File: config.mk
export PLATFORM = sky130hd
export DESIGN_NAME = mpc_top
export DESIGN_NICKNAME = d
export VERILOG_FILES = /design/src/logic/mpc_pkg.sv /design/src/logic/mpc_top.sv
export SDC_FILE = /design/constraint.sdc
export NUM_CORES = 1
export LEC_CHECK = 0
export ABC_AREA = 1
export CELL_PAD_IN_SITES_DETAIL_PLACEMENT = 0
export CELL_PAD_IN_SITES_GLOBAL_PLACEMENT = 1
export CORE_MARGIN = 10
export CORE_UTILIZATION = 48
export CTS_CLUSTER_DIAMETER = 50
export DETAILED_ROUTE_END_ITERATION = 7
export DONT_BUFFER_PORTS = 1
export GPL_ROUTABILITY_DRIVEN = 0
export MAX_ROUTING_LAYER = met4
export PLACE_DENSITY = 0.78
export SYNTH_ARGS = -nofsm -noshare
export SYNTH_HDL_FRONTEND = slang
export SYNTH_SLANG_ARGS = --single-unit
File: constraint.sdc
create_clock -name hclk -period 5.25 [get_ports hclk]
set_clock_uncertainty 0.15 [all_clocks]
set_input_delay 0.2625 -clock hclk [delete_from_list [all_inputs] [get_ports hclk]]
set_output_delay 0.2625 -clock hclk [all_outputs]
set_load 0.005 [all_outputs]
File: src/logic/mpc_pkg.sv
// constants of the four-channel pwm controller: map, field positions, reset values
// assumes a 32-bit word bus where each register takes one aligned word
package mpc_pkg;

  // ----------------------------------------------------------------
  // register byte offsets
  // ----------------------------------------------------------------
  localparam int unsigned AW          = 10;
  localparam logic [9:0]  OFS_MODE    = 10'h000;
  localparam logic [9:0]  OFS_START   = 10'h004;
  localparam logic [9:0]  OFS_STOP    = 10'h008;
  localparam logic [9:0]  OFS_RUN     = 10'h00C;
  localparam logic [9:0]  OFS_IRQ_SET = 10'h010;
  localparam logic [9:0]  OFS_IRQ_CLR = 10'h014;
  localparam logic [9:0]  OFS_MASK    = 10'h018;
  localparam logic [9:0]  OFS_FLAGS   = 10'h01C;
  localparam logic [2:0]  CH_REGION   = 3'h4;
  localparam logic [4:0]  OFS_CFG     = 5'h00;
  localparam logic [4:0]  OFS_DUTY    = 5'h04;
  localparam logic [4:0]  OFS_PERIOD  = 5'h08;
  localparam logic [4:0]  OFS_COUNT   = 5'h0C;
  localparam logic [4:0]  OFS_UPDATE  = 5'h10;

  // ----------------------------------------------------------------
  // field positions and codes
  // ----------------------------------------------------------------
  localparam int unsigned DIV1_LSB    = 0;
  localparam int unsigned PRE1_LSB    = 8;
  localparam int unsigned DIV2_LSB    = 16;
  localparam int unsigned PRE2_LSB    = 24;
  localparam int unsigned ALIGN_BIT   = 8;
  localparam int unsigned POL_BIT     = 9;
  localparam int unsigned UPD_BIT     = 10;
  localparam int unsigned PRESCALE_W  = 10;
  localparam logic [3:0]  PRE_MAX     = 4'hA;
  localparam logic [3:0]  PRE_DIV1    = 4'hB;
  localparam logic [3:0]  PRE_DIV2    = 4'hC;

  // ----------------------------------------------------------------
  // reset values
  // ----------------------------------------------------------------
  localparam logic [31:0] RST_WORD    = 32'h0000_0000;

endpackage

File: src/logic/mpc_top.sv
// four-channel pwm controller with an ahb-lite register slave
// assumes a single ahb-lite master, word transfers, hready tied to hreadyout
//
// The placing of the registers and the AHB-Lite slave port were decided locally.
`timescale 1ns/1ps
`default_nettype none

// Overview of operation
// - run status register shows one bit per channel, set while output runs
// - writing one to irq enable register sets that channel's mask bit
// - writing one to irq disable register clears that channel's mask bit
// - mask view register returns the mask bit of every channel
// - a channel's event flag sets whenever one of its periods completes
// - reading the event flag register clears all flags except one set by a period end in the same cycle
// - clock select picks master clock over 1..1024, or divided clock one or two
// - config bit 8 chooses left aligned when clear, centre aligned when set
// - config bit 9 gives the level each period starts with
// - config bit 10 steers the update register to duty or to period
// - duty, period and counter hold only sixteen significant bits
// - left aligned period equals period value times the clock divisor
// - centre aligned period equals twice period value times the divisor
// - enabling a channel clears its counter
// - left aligned counter wraps at the period value and is readable
// - on a running channel the update value waits for the end of period, then loads; a stopped channel loads it at once
// - divider factor zero stops, one passes, 2 to 255 divide the clock
// - start register ones start channels, stop register ones stop them
module mpc_top #(
  parameter int unsigned NCH = 4,
  parameter int unsigned CW  = 16
) (
  // clock and reset
  input  wire logic            hclk,
  input  wire logic            hresetn,
  // ahb-lite slave
  input  wire logic            hsel,
  input  wire logic [31:0]     haddr,
  input  wire logic [1:0]      htrans,
  input  wire logic            hwrite,
  input  wire logic [2:0]      hsize,
  input  wire logic [31:0]     hwdata,
  input  wire logic            hready,
  output logic                 hreadyout,
  output logic                 hresp,
  output logic [31:0]          hrdata,
  // waveform outputs
  output logic [NCH-1:0]       pwm_out
);

  // ----------------------------------------------------------------
  // state
  // ----------------------------------------------------------------
  typedef struct packed {
    logic                  rdy;
    logic                  err;
    logic                  pend;
    logic                  pwr;
    logic [9:0]            paddr;
    logic [31:0]           rdata;
    logic [31:0]           mode;
    logic [9:0]            pcnt;
    logic [7:0]            acnt;
    logic [7:0]            bcnt;
    logic [NCH-1:0]        run;
    logic [NCH-1:0]        mask;
    logic [NCH-1:0]        flag;
    logic [NCH-1:0]        pwm;
    logic [NCH-1:0]        dir;
    logic [NCH-1:0]        upd_v;
    logic [NCH-1:0][10:0]  cfg;
    logic [NCH-1:0][CW-1:0] dty;
    logic [NCH-1:0][CW-1:0] prd;
    logic [NCH-1:0][CW-1:0] cnt;
    logic [NCH-1:0][CW-1:0] upd;
  } mpc_state_t;

  mpc_state_t s;
  mpc_state_t next_s;

  logic           acc;
  logic           wr_go;
  logic           rd_flags;
  logic           tick_a;
  logic           tick_b;
  logic [NCH-1:0] tick;

  // ----------------------------------------------------------------
  // helpers
  // ----------------------------------------------------------------
  // power-of-two taps of one free counter keep all channels phase aligned
  function automatic logic pre_tick(input logic [3:0] code, input logic [9:0] c,
                                    input logic ta, input logic tb);
    logic [10:0] m;
    m = (11'h001 << code) - 11'h001;
    if (code <= mpc_pkg::PRE_MAX) return &(c | ~m[9:0]);
    if (code == mpc_pkg::PRE_DIV1) return ta;
    if (code == mpc_pkg::PRE_DIV2) return tb;
    return 1'b0;
  endfunction

  function automatic logic is_ch(input logic [9:0] a);
    return a[9:7] == mpc_pkg::CH_REGION && a[1:0] == 2'h0 && 32'(a[6:5]) < NCH;
  endfunction

  function automatic logic div_tick(input logic [7:0] f, input logic [7:0] c, input logic src);
    if (f == 8'h00) return 1'b0;
    if (f == 8'h01) return src;
    return src && c == f - 8'h01;
  endfunction

  function automatic logic [7:0] div_next(input logic [7:0] f, input logic [7:0] c,
                                          input logic src);
    if (f <= 8'h01 || !src) return c;
    return (c == f - 8'h01) ? 8'h00 : c + 8'h01;
  endfunction

  assign acc      = hsel && hready && htrans[1];
  assign wr_go    = s.pend && s.pwr;
  assign rd_flags = acc && !hwrite && haddr[9:0] == mpc_pkg::OFS_FLAGS;

  // ----------------------------------------------------------------
  // clock dividers
  // ----------------------------------------------------------------
  assign tick_a = div_tick(s.mode[mpc_pkg::DIV1_LSB +: 8], s.acnt,
                           pre_tick(s.mode[mpc_pkg::PRE1_LSB +: 4], s.pcnt, 1'b0, 1'b0));
  assign tick_b = div_tick(s.mode[mpc_pkg::DIV2_LSB +: 8], s.bcnt,
                           pre_tick(s.mode[mpc_pkg::PRE2_LSB +: 4], s.pcnt, 1'b0, 1'b0));

  always_comb begin
    for (int i = 0; i < NCH; i++) begin
      tick[i] = pre_tick(s.cfg[i][3:0], s.pcnt, tick_a, tick_b);
    end
  end

  // ----------------------------------------------------------------
  // next state
  // ----------------------------------------------------------------
  always_comb begin
    logic [31:0] rv;
    logic [1:0]  ch;
    rv = mpc_pkg::RST_WORD;
    ch = s.paddr[6:5];
    next_s = s;
    next_s.rdy = 1'b1;
    next_s.err = 1'b0;
    next_s.pcnt = s.pcnt + 10'h001;
    next_s.acnt = div_next(s.mode[mpc_pkg::DIV1_LSB +: 8], s.acnt,
                           pre_tick(s.mode[mpc_pkg::PRE1_LSB +: 4], s.pcnt, 1'b0, 1'b0));
    next_s.bcnt = div_next(s.mode[mpc_pkg::DIV2_LSB +: 8], s.bcnt,
                           pre_tick(s.mode[mpc_pkg::PRE2_LSB +: 4], s.pcnt, 1'b0, 1'b0));

    // a read of the flag register clears, a same-cycle period end still lands
    if (rd_flags) next_s.flag = '0;

    // channel counters
    for (int i = 0; i < NCH; i++) begin
      if (s.run[i] && tick[i]) begin
        if (!s.cfg[i][mpc_pkg::ALIGN_BIT]) begin
          if ({1'b0, s.cnt[i]} + 17'h00001 >= {1'b0, s.prd[i]}) begin
            next_s.cnt[i] = '0;
            next_s.flag[i] = 1'b1;
          end else begin
            next_s.cnt[i] = s.cnt[i] + 1'b1;
          end
        end else if (!s.dir[i]) begin
          next_s.cnt[i] = s.cnt[i] + 1'b1;
          if ({1'b0, s.cnt[i]} + 17'h00001 >= {1'b0, s.prd[i]}) next_s.dir[i] = 1'b1;
        end else if (s.cnt[i] <= CW'(1)) begin
          next_s.cnt[i] = '0;
          next_s.dir[i] = 1'b0;
          next_s.flag[i] = 1'b1;
        end else begin
          next_s.cnt[i] = s.cnt[i] - 1'b1;
        end
        // buffered value lands at the start of the next period
        if (next_s.flag[i] && !s.flag[i] || next_s.cnt[i] == '0 && !next_s.dir[i]) begin
          if (s.upd_v[i]) begin
            if (s.cfg[i][mpc_pkg::UPD_BIT]) next_s.prd[i] = s.upd[i];
            else next_s.dty[i] = s.upd[i];
            next_s.upd_v[i] = 1'b0;
          end
        end
      end
    end

    // data phase of a write
    if (wr_go) begin
      unique case (s.paddr)
        mpc_pkg::OFS_MODE:    next_s.mode = hwdata;
        mpc_pkg::OFS_START: begin
          for (int i = 0; i < NCH; i++) begin
            if (hwdata[i]) begin
              next_s.run[i] = 1'b1;
              next_s.cnt[i] = '0;
              next_s.dir[i] = 1'b0;
            end
          end
        end
        mpc_pkg::OFS_STOP:    next_s.run  = s.run & ~hwdata[NCH-1:0];
        mpc_pkg::OFS_IRQ_SET: next_s.mask = s.mask | hwdata[NCH-1:0];
        mpc_pkg::OFS_IRQ_CLR: next_s.mask = s.mask & ~hwdata[NCH-1:0];
        default: begin
          if (is_ch(s.paddr)) begin
            unique case (s.paddr[4:0])
              mpc_pkg::OFS_CFG:    next_s.cfg[ch] = {hwdata[10:8], 4'h0, hwdata[3:0]};
              mpc_pkg::OFS_DUTY:   next_s.dty[ch] = hwdata[CW-1:0];
              mpc_pkg::OFS_PERIOD: next_s.prd[ch] = hwdata[CW-1:0];
              mpc_pkg::OFS_UPDATE: begin
                // a stopped channel has no period end to wait for
                if (!s.run[ch]) begin
                  if (s.cfg[ch][mpc_pkg::UPD_BIT]) next_s.prd[ch] = hwdata[CW-1:0];
                  else next_s.dty[ch] = hwdata[CW-1:0];
                end else begin
                  next_s.upd[ch]   = hwdata[CW-1:0];
                  next_s.upd_v[ch] = 1'b1;
                end
              end
              default: ;
            endcase
          end
        end
      endcase
    end

    // waveform levels follow the counter that is about to be registered
    for (int i = 0; i < NCH; i++) begin
      if (!next_s.run[i]) next_s.pwm[i] = 1'b0;
      else if (next_s.cnt[i] < next_s.dty[i])
        next_s.pwm[i] = next_s.cfg[i][mpc_pkg::POL_BIT];
      else next_s.pwm[i] = !next_s.cfg[i][mpc_pkg::POL_BIT];
    end

    // address phase: latch, and prepare read data for the data phase
    next_s.pend = acc;
    next_s.pwr  = acc && hwrite;
    if (acc) next_s.paddr = haddr[9:0];
    if (acc && !hwrite) begin
      unique case (haddr[9:0])
        mpc_pkg::OFS_MODE:  rv = s.mode;
        mpc_pkg::OFS_RUN:   rv[NCH-1:0] = s.run;
        mpc_pkg::OFS_MASK:  rv[NCH-1:0] = s.mask;
        mpc_pkg::OFS_FLAGS: rv[NCH-1:0] = s.flag;
        default: begin
          if (is_ch(haddr[9:0])) begin
            unique case (haddr[4:0])
              mpc_pkg::OFS_CFG:    rv[10:0] = s.cfg[haddr[6:5]];
              mpc_pkg::OFS_DUTY:   rv[CW-1:0] = s.dty[haddr[6:5]];
              mpc_pkg::OFS_PERIOD: rv[CW-1:0] = s.prd[haddr[6:5]];
              mpc_pkg::OFS_COUNT:  rv[CW-1:0] = s.cnt[haddr[6:5]];
              default: ;
            endcase
          end
        end
      endcase
      next_s.rdata = rv;
    end
  end

  always_ff @(posedge hclk or negedge hresetn) begin
    if (!hresetn) begin
      s     <= '0;
      s.rdy <= 1'b1;
    end else begin
      s <= next_s;
    end
  end

  assign hreadyout = s.rdy;
  assign hresp     = s.err;
  assign hrdata    = s.rdata;
  assign pwm_out   = s.pwm;
endmodule

`default_nettype wire

# Yosys cells after proc, flatten, opt, wreduce, memory -nomap -nowiden
# Index checks and enable logic that the tools add are counted.
# op_classes
n_addsub,23
magnitude_cmp,23
n_eq_ne,33
n_shift,6
mux,273
bitwise_logic,18
n_reduce_logical,69
# ops
operator,n
$mux 16,66
$mux 64,7
$mux 176,2
$mux 308,1
$pmux 64 s2,2
$bwmux 64,3
$mux 1,162
$mux 128,1
$bmux 16 s2,3
$add 16x1->17 const B,4
$ge 17x16->1,4
$add 16x1->16 const B,4
$le 16x1->1 const B,4
$logic_not 16->1,4
$lt 16x16->1,4
$sub 16x1->16 const B,4
$not 10->10,6
$or 10x10->10,6
$reduce_and 10->1,6
$shl 1x4->10 const A,6
$sub 10x1->10 const B,6
$eq 4x4->1 const B,12
$bmux 11 s2,2
$bwmux 44,1
47 further kinds,125
# word_totals
regBits,426
output_inout_bits,38
elab_cells,483

# Depth between registers and ports, before layout
# depth
depth_word,36
depth_mapped,46

# Worst setup path before layout
# No wires, ideal clock.
# synth_path
path_type,flip-flop to flip-flop
from,register s[96] (netlist bit)
to,"register s, in the netlist pwm_out[2]"
t_arrival_ps,4507
slack_ps,474
path_stages_with_launch,44
path_buffers,1
synth_period_minus_slack_ps,4776
path_cell_list,dfrtp_1 -> ha_1 -> nand2_1 -> nor2_4 -> nand3_2 -> nor2_4 -> nand2_1 -> o21ai_0 -> nand2_1 -> inv_1 -> ha_1 -> nand2_1 -> nand2_1 -> a21oi_1 -> nor2_1 -> nor2_1 -> nand2_1 -> nand2_1 -> [8 not listed] -> nand2_1 -> nand2_2 -> nand2_4 -> inv_1 -> buf_2 -> nand2_1 -> o21ai_0 -> a21oi_1 -> a21oi_1 -> inv_1 -> ha_1 -> a21oi_1 -> nor2_1 -> a211oi_1 -> o221a_2 -> nand3_1 -> nand2_1 -> nor2_1
# synth_lines
item,line,rtl
"start, declared",mpc_top.sv:76,mpc_state_t s;
"start signal, assigned",mpc_top.sv:263,s <= next_s;

==> impl_metrics.csv <==
group,metric,value,unit
pwr,p_per_area,260.9,mW/mm2
cells_and_area,multi_input_area,0.01804,mm2
cells_and_area,drive_above_1_share,17.72,%
placed_design,dp_hpwl,97.35,mm
sta,maxSlewViolCount,0,
cts,cts_hold_buffers,58,
cts,htreeDepth,3,
route,dr.pass1.iters,6,
floorplan,die-height,274.6,um
placed_design,pre_cts_slack,-0.1287,ns
sta,timing.hold.ws,-0.8249,ns
critical_path,crit_top_cell,"nand2_1",
sta,relSlewSlack,18.14,%
run_status,status,"finished, violations left",
hold_path,hp-class,"in -> async",
logic_synthesis,synth_area_per_cell,7.147,um2
critical_path,reg2reg_slack,0.07,ns
logic_synthesis,yosysSeqAreaShare,34.26,%
logic_synthesis,synthSimpleGateAreaFrac,24.10,%
pwr,leakage,0.01836,uW
floorplan,fp.coreArea,0.06435,mm2
logic_synthesis,ys.warnings.count,0,
sta,rsz0062_at_grt,"yes",
placed_design,port_buffers,0,
route,num_vias,32960,
route,antenna_left,0,
critical_path,cpPeakStageDelay,0.35,ns
global_route,grt_overflow,0,
route,drtIter0Drc,4406,
floorplan,die_area,0.07541,mm2
sta,fmax,193.1,MHz
job,cap_violations,0,
cts,worstSkewPairLatency,0.63,ns
sta,finalSetupTns,0,ns
logic_synthesis,synth_nets,4579,
floorplan,io_pins,112,
floorplan,fp.dieW,274.6,um
global_route,grt.total_usage,35.76,%
sta,fin_crit,5.179,ns
critical_path,r2r-start,"s[81]",
logic_synthesis,muxShareOfSynthArea,0.8927,%
logic_synthesis,netlist-cell-type-count,75,
sta,timing.final.crit_share,98.65,%
cts,clockBufferDepth,3,
critical_path,path_max_fanout,6,
global_route,grt_pass1_vias,30210,
logic_synthesis,syn_inst,4354,
critical_path,rr_worst_depth,37,
logic_synthesis,synth_top_family_by_area,"simple AND/OR/NAND/NOR gates",
critical_path,cp.required,5.61,ns
critical_path,cp.arrival,5.54,ns
global_route,antenna_found_initial,9,
route,drt-total-wl,135.3,mm
critical_path,worstReg2RegEnd,"pwm_out[1]",
floorplan,initial_utilization,48.36,%
sta,setup_ws,0.07108,ns
pwr,finalPower,9819,uW
cells_and_area,final_core_util,58.49,%
cts,cts_root_buf,"clkbuf_16",
logic_synthesis,synth.cell_area,0.03112,mm2
global_route,grt_pass1_wl,196.8,mm
logic_synthesis,ys.flop_type,"dfrtp_1",
cts,clock-sinks,426,
sta,finalHoldViolCount,426,
route,vias_per_cell,5.993,
run_status,violations,"negative hold slack",
logic_synthesis,ys_seq_elements,426,
route,wl_per_cell,24.60,um
global_route,grt_max_degree,427,
logic_synthesis,synth_fa_ha_area_share,6.072,%
sta,worstMarginPinSlew,1.228,ns
cts,cts_tree,"yes",
route,route.detailed.drc,0,
sta,setup_viol_count_final,0,
cells_and_area,layout.nets,4803,
cts,path_clk_slew,0.06,ns
cells_and_area,fillCellCount,6191,
logic_synthesis,yosys.area_share.xor_xnor,2.867,%
cells_and_area,area_growth,20.96,%
critical_path,cp-start-kind,"flip-flop",
critical_path,critPathSlowestCell,"dfrtp_1",
pwr,ir_worst_vdd,0.2471,mV
critical_path,crit_type,"reg -> reg",
floorplan,rows,93,
critical_path,cp-end-kind,"flip-flop",
logic_synthesis,synth-compound-area-share,20.44,%
cells_and_area,seqCellArea,0.01066,mm2
logic_synthesis,synth_edf_count,0,
cts,cts_inserted_buffers,71,
logic_synthesis,ys_async_sr_fraction,100.0,%
## critical path, delay by kind of cell (launching register included)
family / cells / cell delay [ns]
compound gates: 3 / 0.45
fa+ha+maj: 3 / 0.80
buf+inv: 4 / 0.41
flops: 1 / 0.35
mux: 1 / 0.20
simple gates: 26 / 2.70
## kinds of logic after synthesis
logic type / count (synthesis)
and+or+nand+nor: 1708
AOI/OAI and AO/OA: 1067
buffers and inverters: 874
DFF: 426
adders and majority gates: 151
xor gates and xnor gates: 101
muxes: 25
other: 2
## what timing repair did
action | 4_1_cts | 5_1_grt
cloned | 3 | 1
gates resized for setup | 23 | 247
endpoints found under the hold margin | 655 | 426
endpoints found under the setup margin | 3 | 4
pin swaps | 18 | 114
setup buffers | 7 | 34
## synth_stat cells, types with 11 or more instances
library cell    n  area, um2
a221oi_1       38      332.8
nor2_2         24      150.1
clkbuf_1      130      488.0
nor3_1         69      345.3
nand3_2        18      180.2
nor2_1        445       1670
ha_1          151       1889
nand3_1       178      890.9
buf_2          31      155.2
dfrtp_1       426      10660
buf_4          45      337.8
a31oi_1        24      150.1
a21oi_1       288       1441
nand2_1       813       3052
nor4_1         14      87.58
o21ai_0       353       1767
o221ai_1       49      429.2
o22ai_1        89      556.8
xnor2_1        11      96.34
xor2_1         89      779.5
inv_1         597       2241
mux2_2         16      180.2
o21ai_1        46      230.2
nor2_4         11      123.9
o31ai_1        21      157.7
a211oi_1       50      375.4
nand4_1        65      406.6
inv_2          46      172.7
nand2_2        25      156.4
o211ai_1       38      285.3
## stage by stage
stage                     std cells  area (um2)
after CTS                      5456       36310
after global placement         5259       33190
after detailed placement       5259       33190
after floorplan                4354       31120
final                          5500       37640
after global routing           5499       37640
## area by class of cell
cell class,count,area share (%)
clock buffer,78,4.870
timing repair buffer,368,7.998
multi-input combinational,3057,47.94
tap,855,2.842
sequential,426,28.33
inverter,654,6.579
antenna,11,0.07313
clock inverter,51,1.366
## per-layer routing
layer	GRT usage [%]	part of all wire (%)
met1	46.64	40
met2	51.97	43
met3	8.466	11
met4	16.31	5.5
met5	-	0
## layout by cell type, fill, tap and decap left out, types with 45 or more instances in the layout
cell type	count
dfrtp_1	423
a21oi_1	273
o22ai_1	89
o21ai_1	48
clkbuf_16	72
inv_2	54
nand3_1	154
o21ai_0	330
nand2_2	50
xor2_1	80
nand2_1	778
nand4_1	65
dlygate4sd3_1	58
a211oi_1	45
o221ai_1	49
buf_4	293
nor3_1	62
inv_1	583
ha_1	132
nor2_1	420
## power by group
| part | switching, uW | internal [uW] |
|---|---|---|
| registers | 143 | 3400 |
| logic | 1020 | 559 |
| clock network | 1920 | 2780 |
| total | 3080 | 6740 |
## worst max-delay path by stage
stage	slack (ns)	endpoint	cells after the start	start
finish	0.07	pwm_out[1]	37	s[81]
global route	-0.28	pwm_out[0]	44	s[64]
CTS	-0.01	pwm_out[0]	42	s[65]
detailed placement	-0.13	pwm_out[0]	41	s[65]
global placement	-0.11	pwm_out[1]	38	s[80]
floorplan	0.47	pwm_out[2]	43	s[96]
No activity file was read; power rests on OpenSTA's default activity.
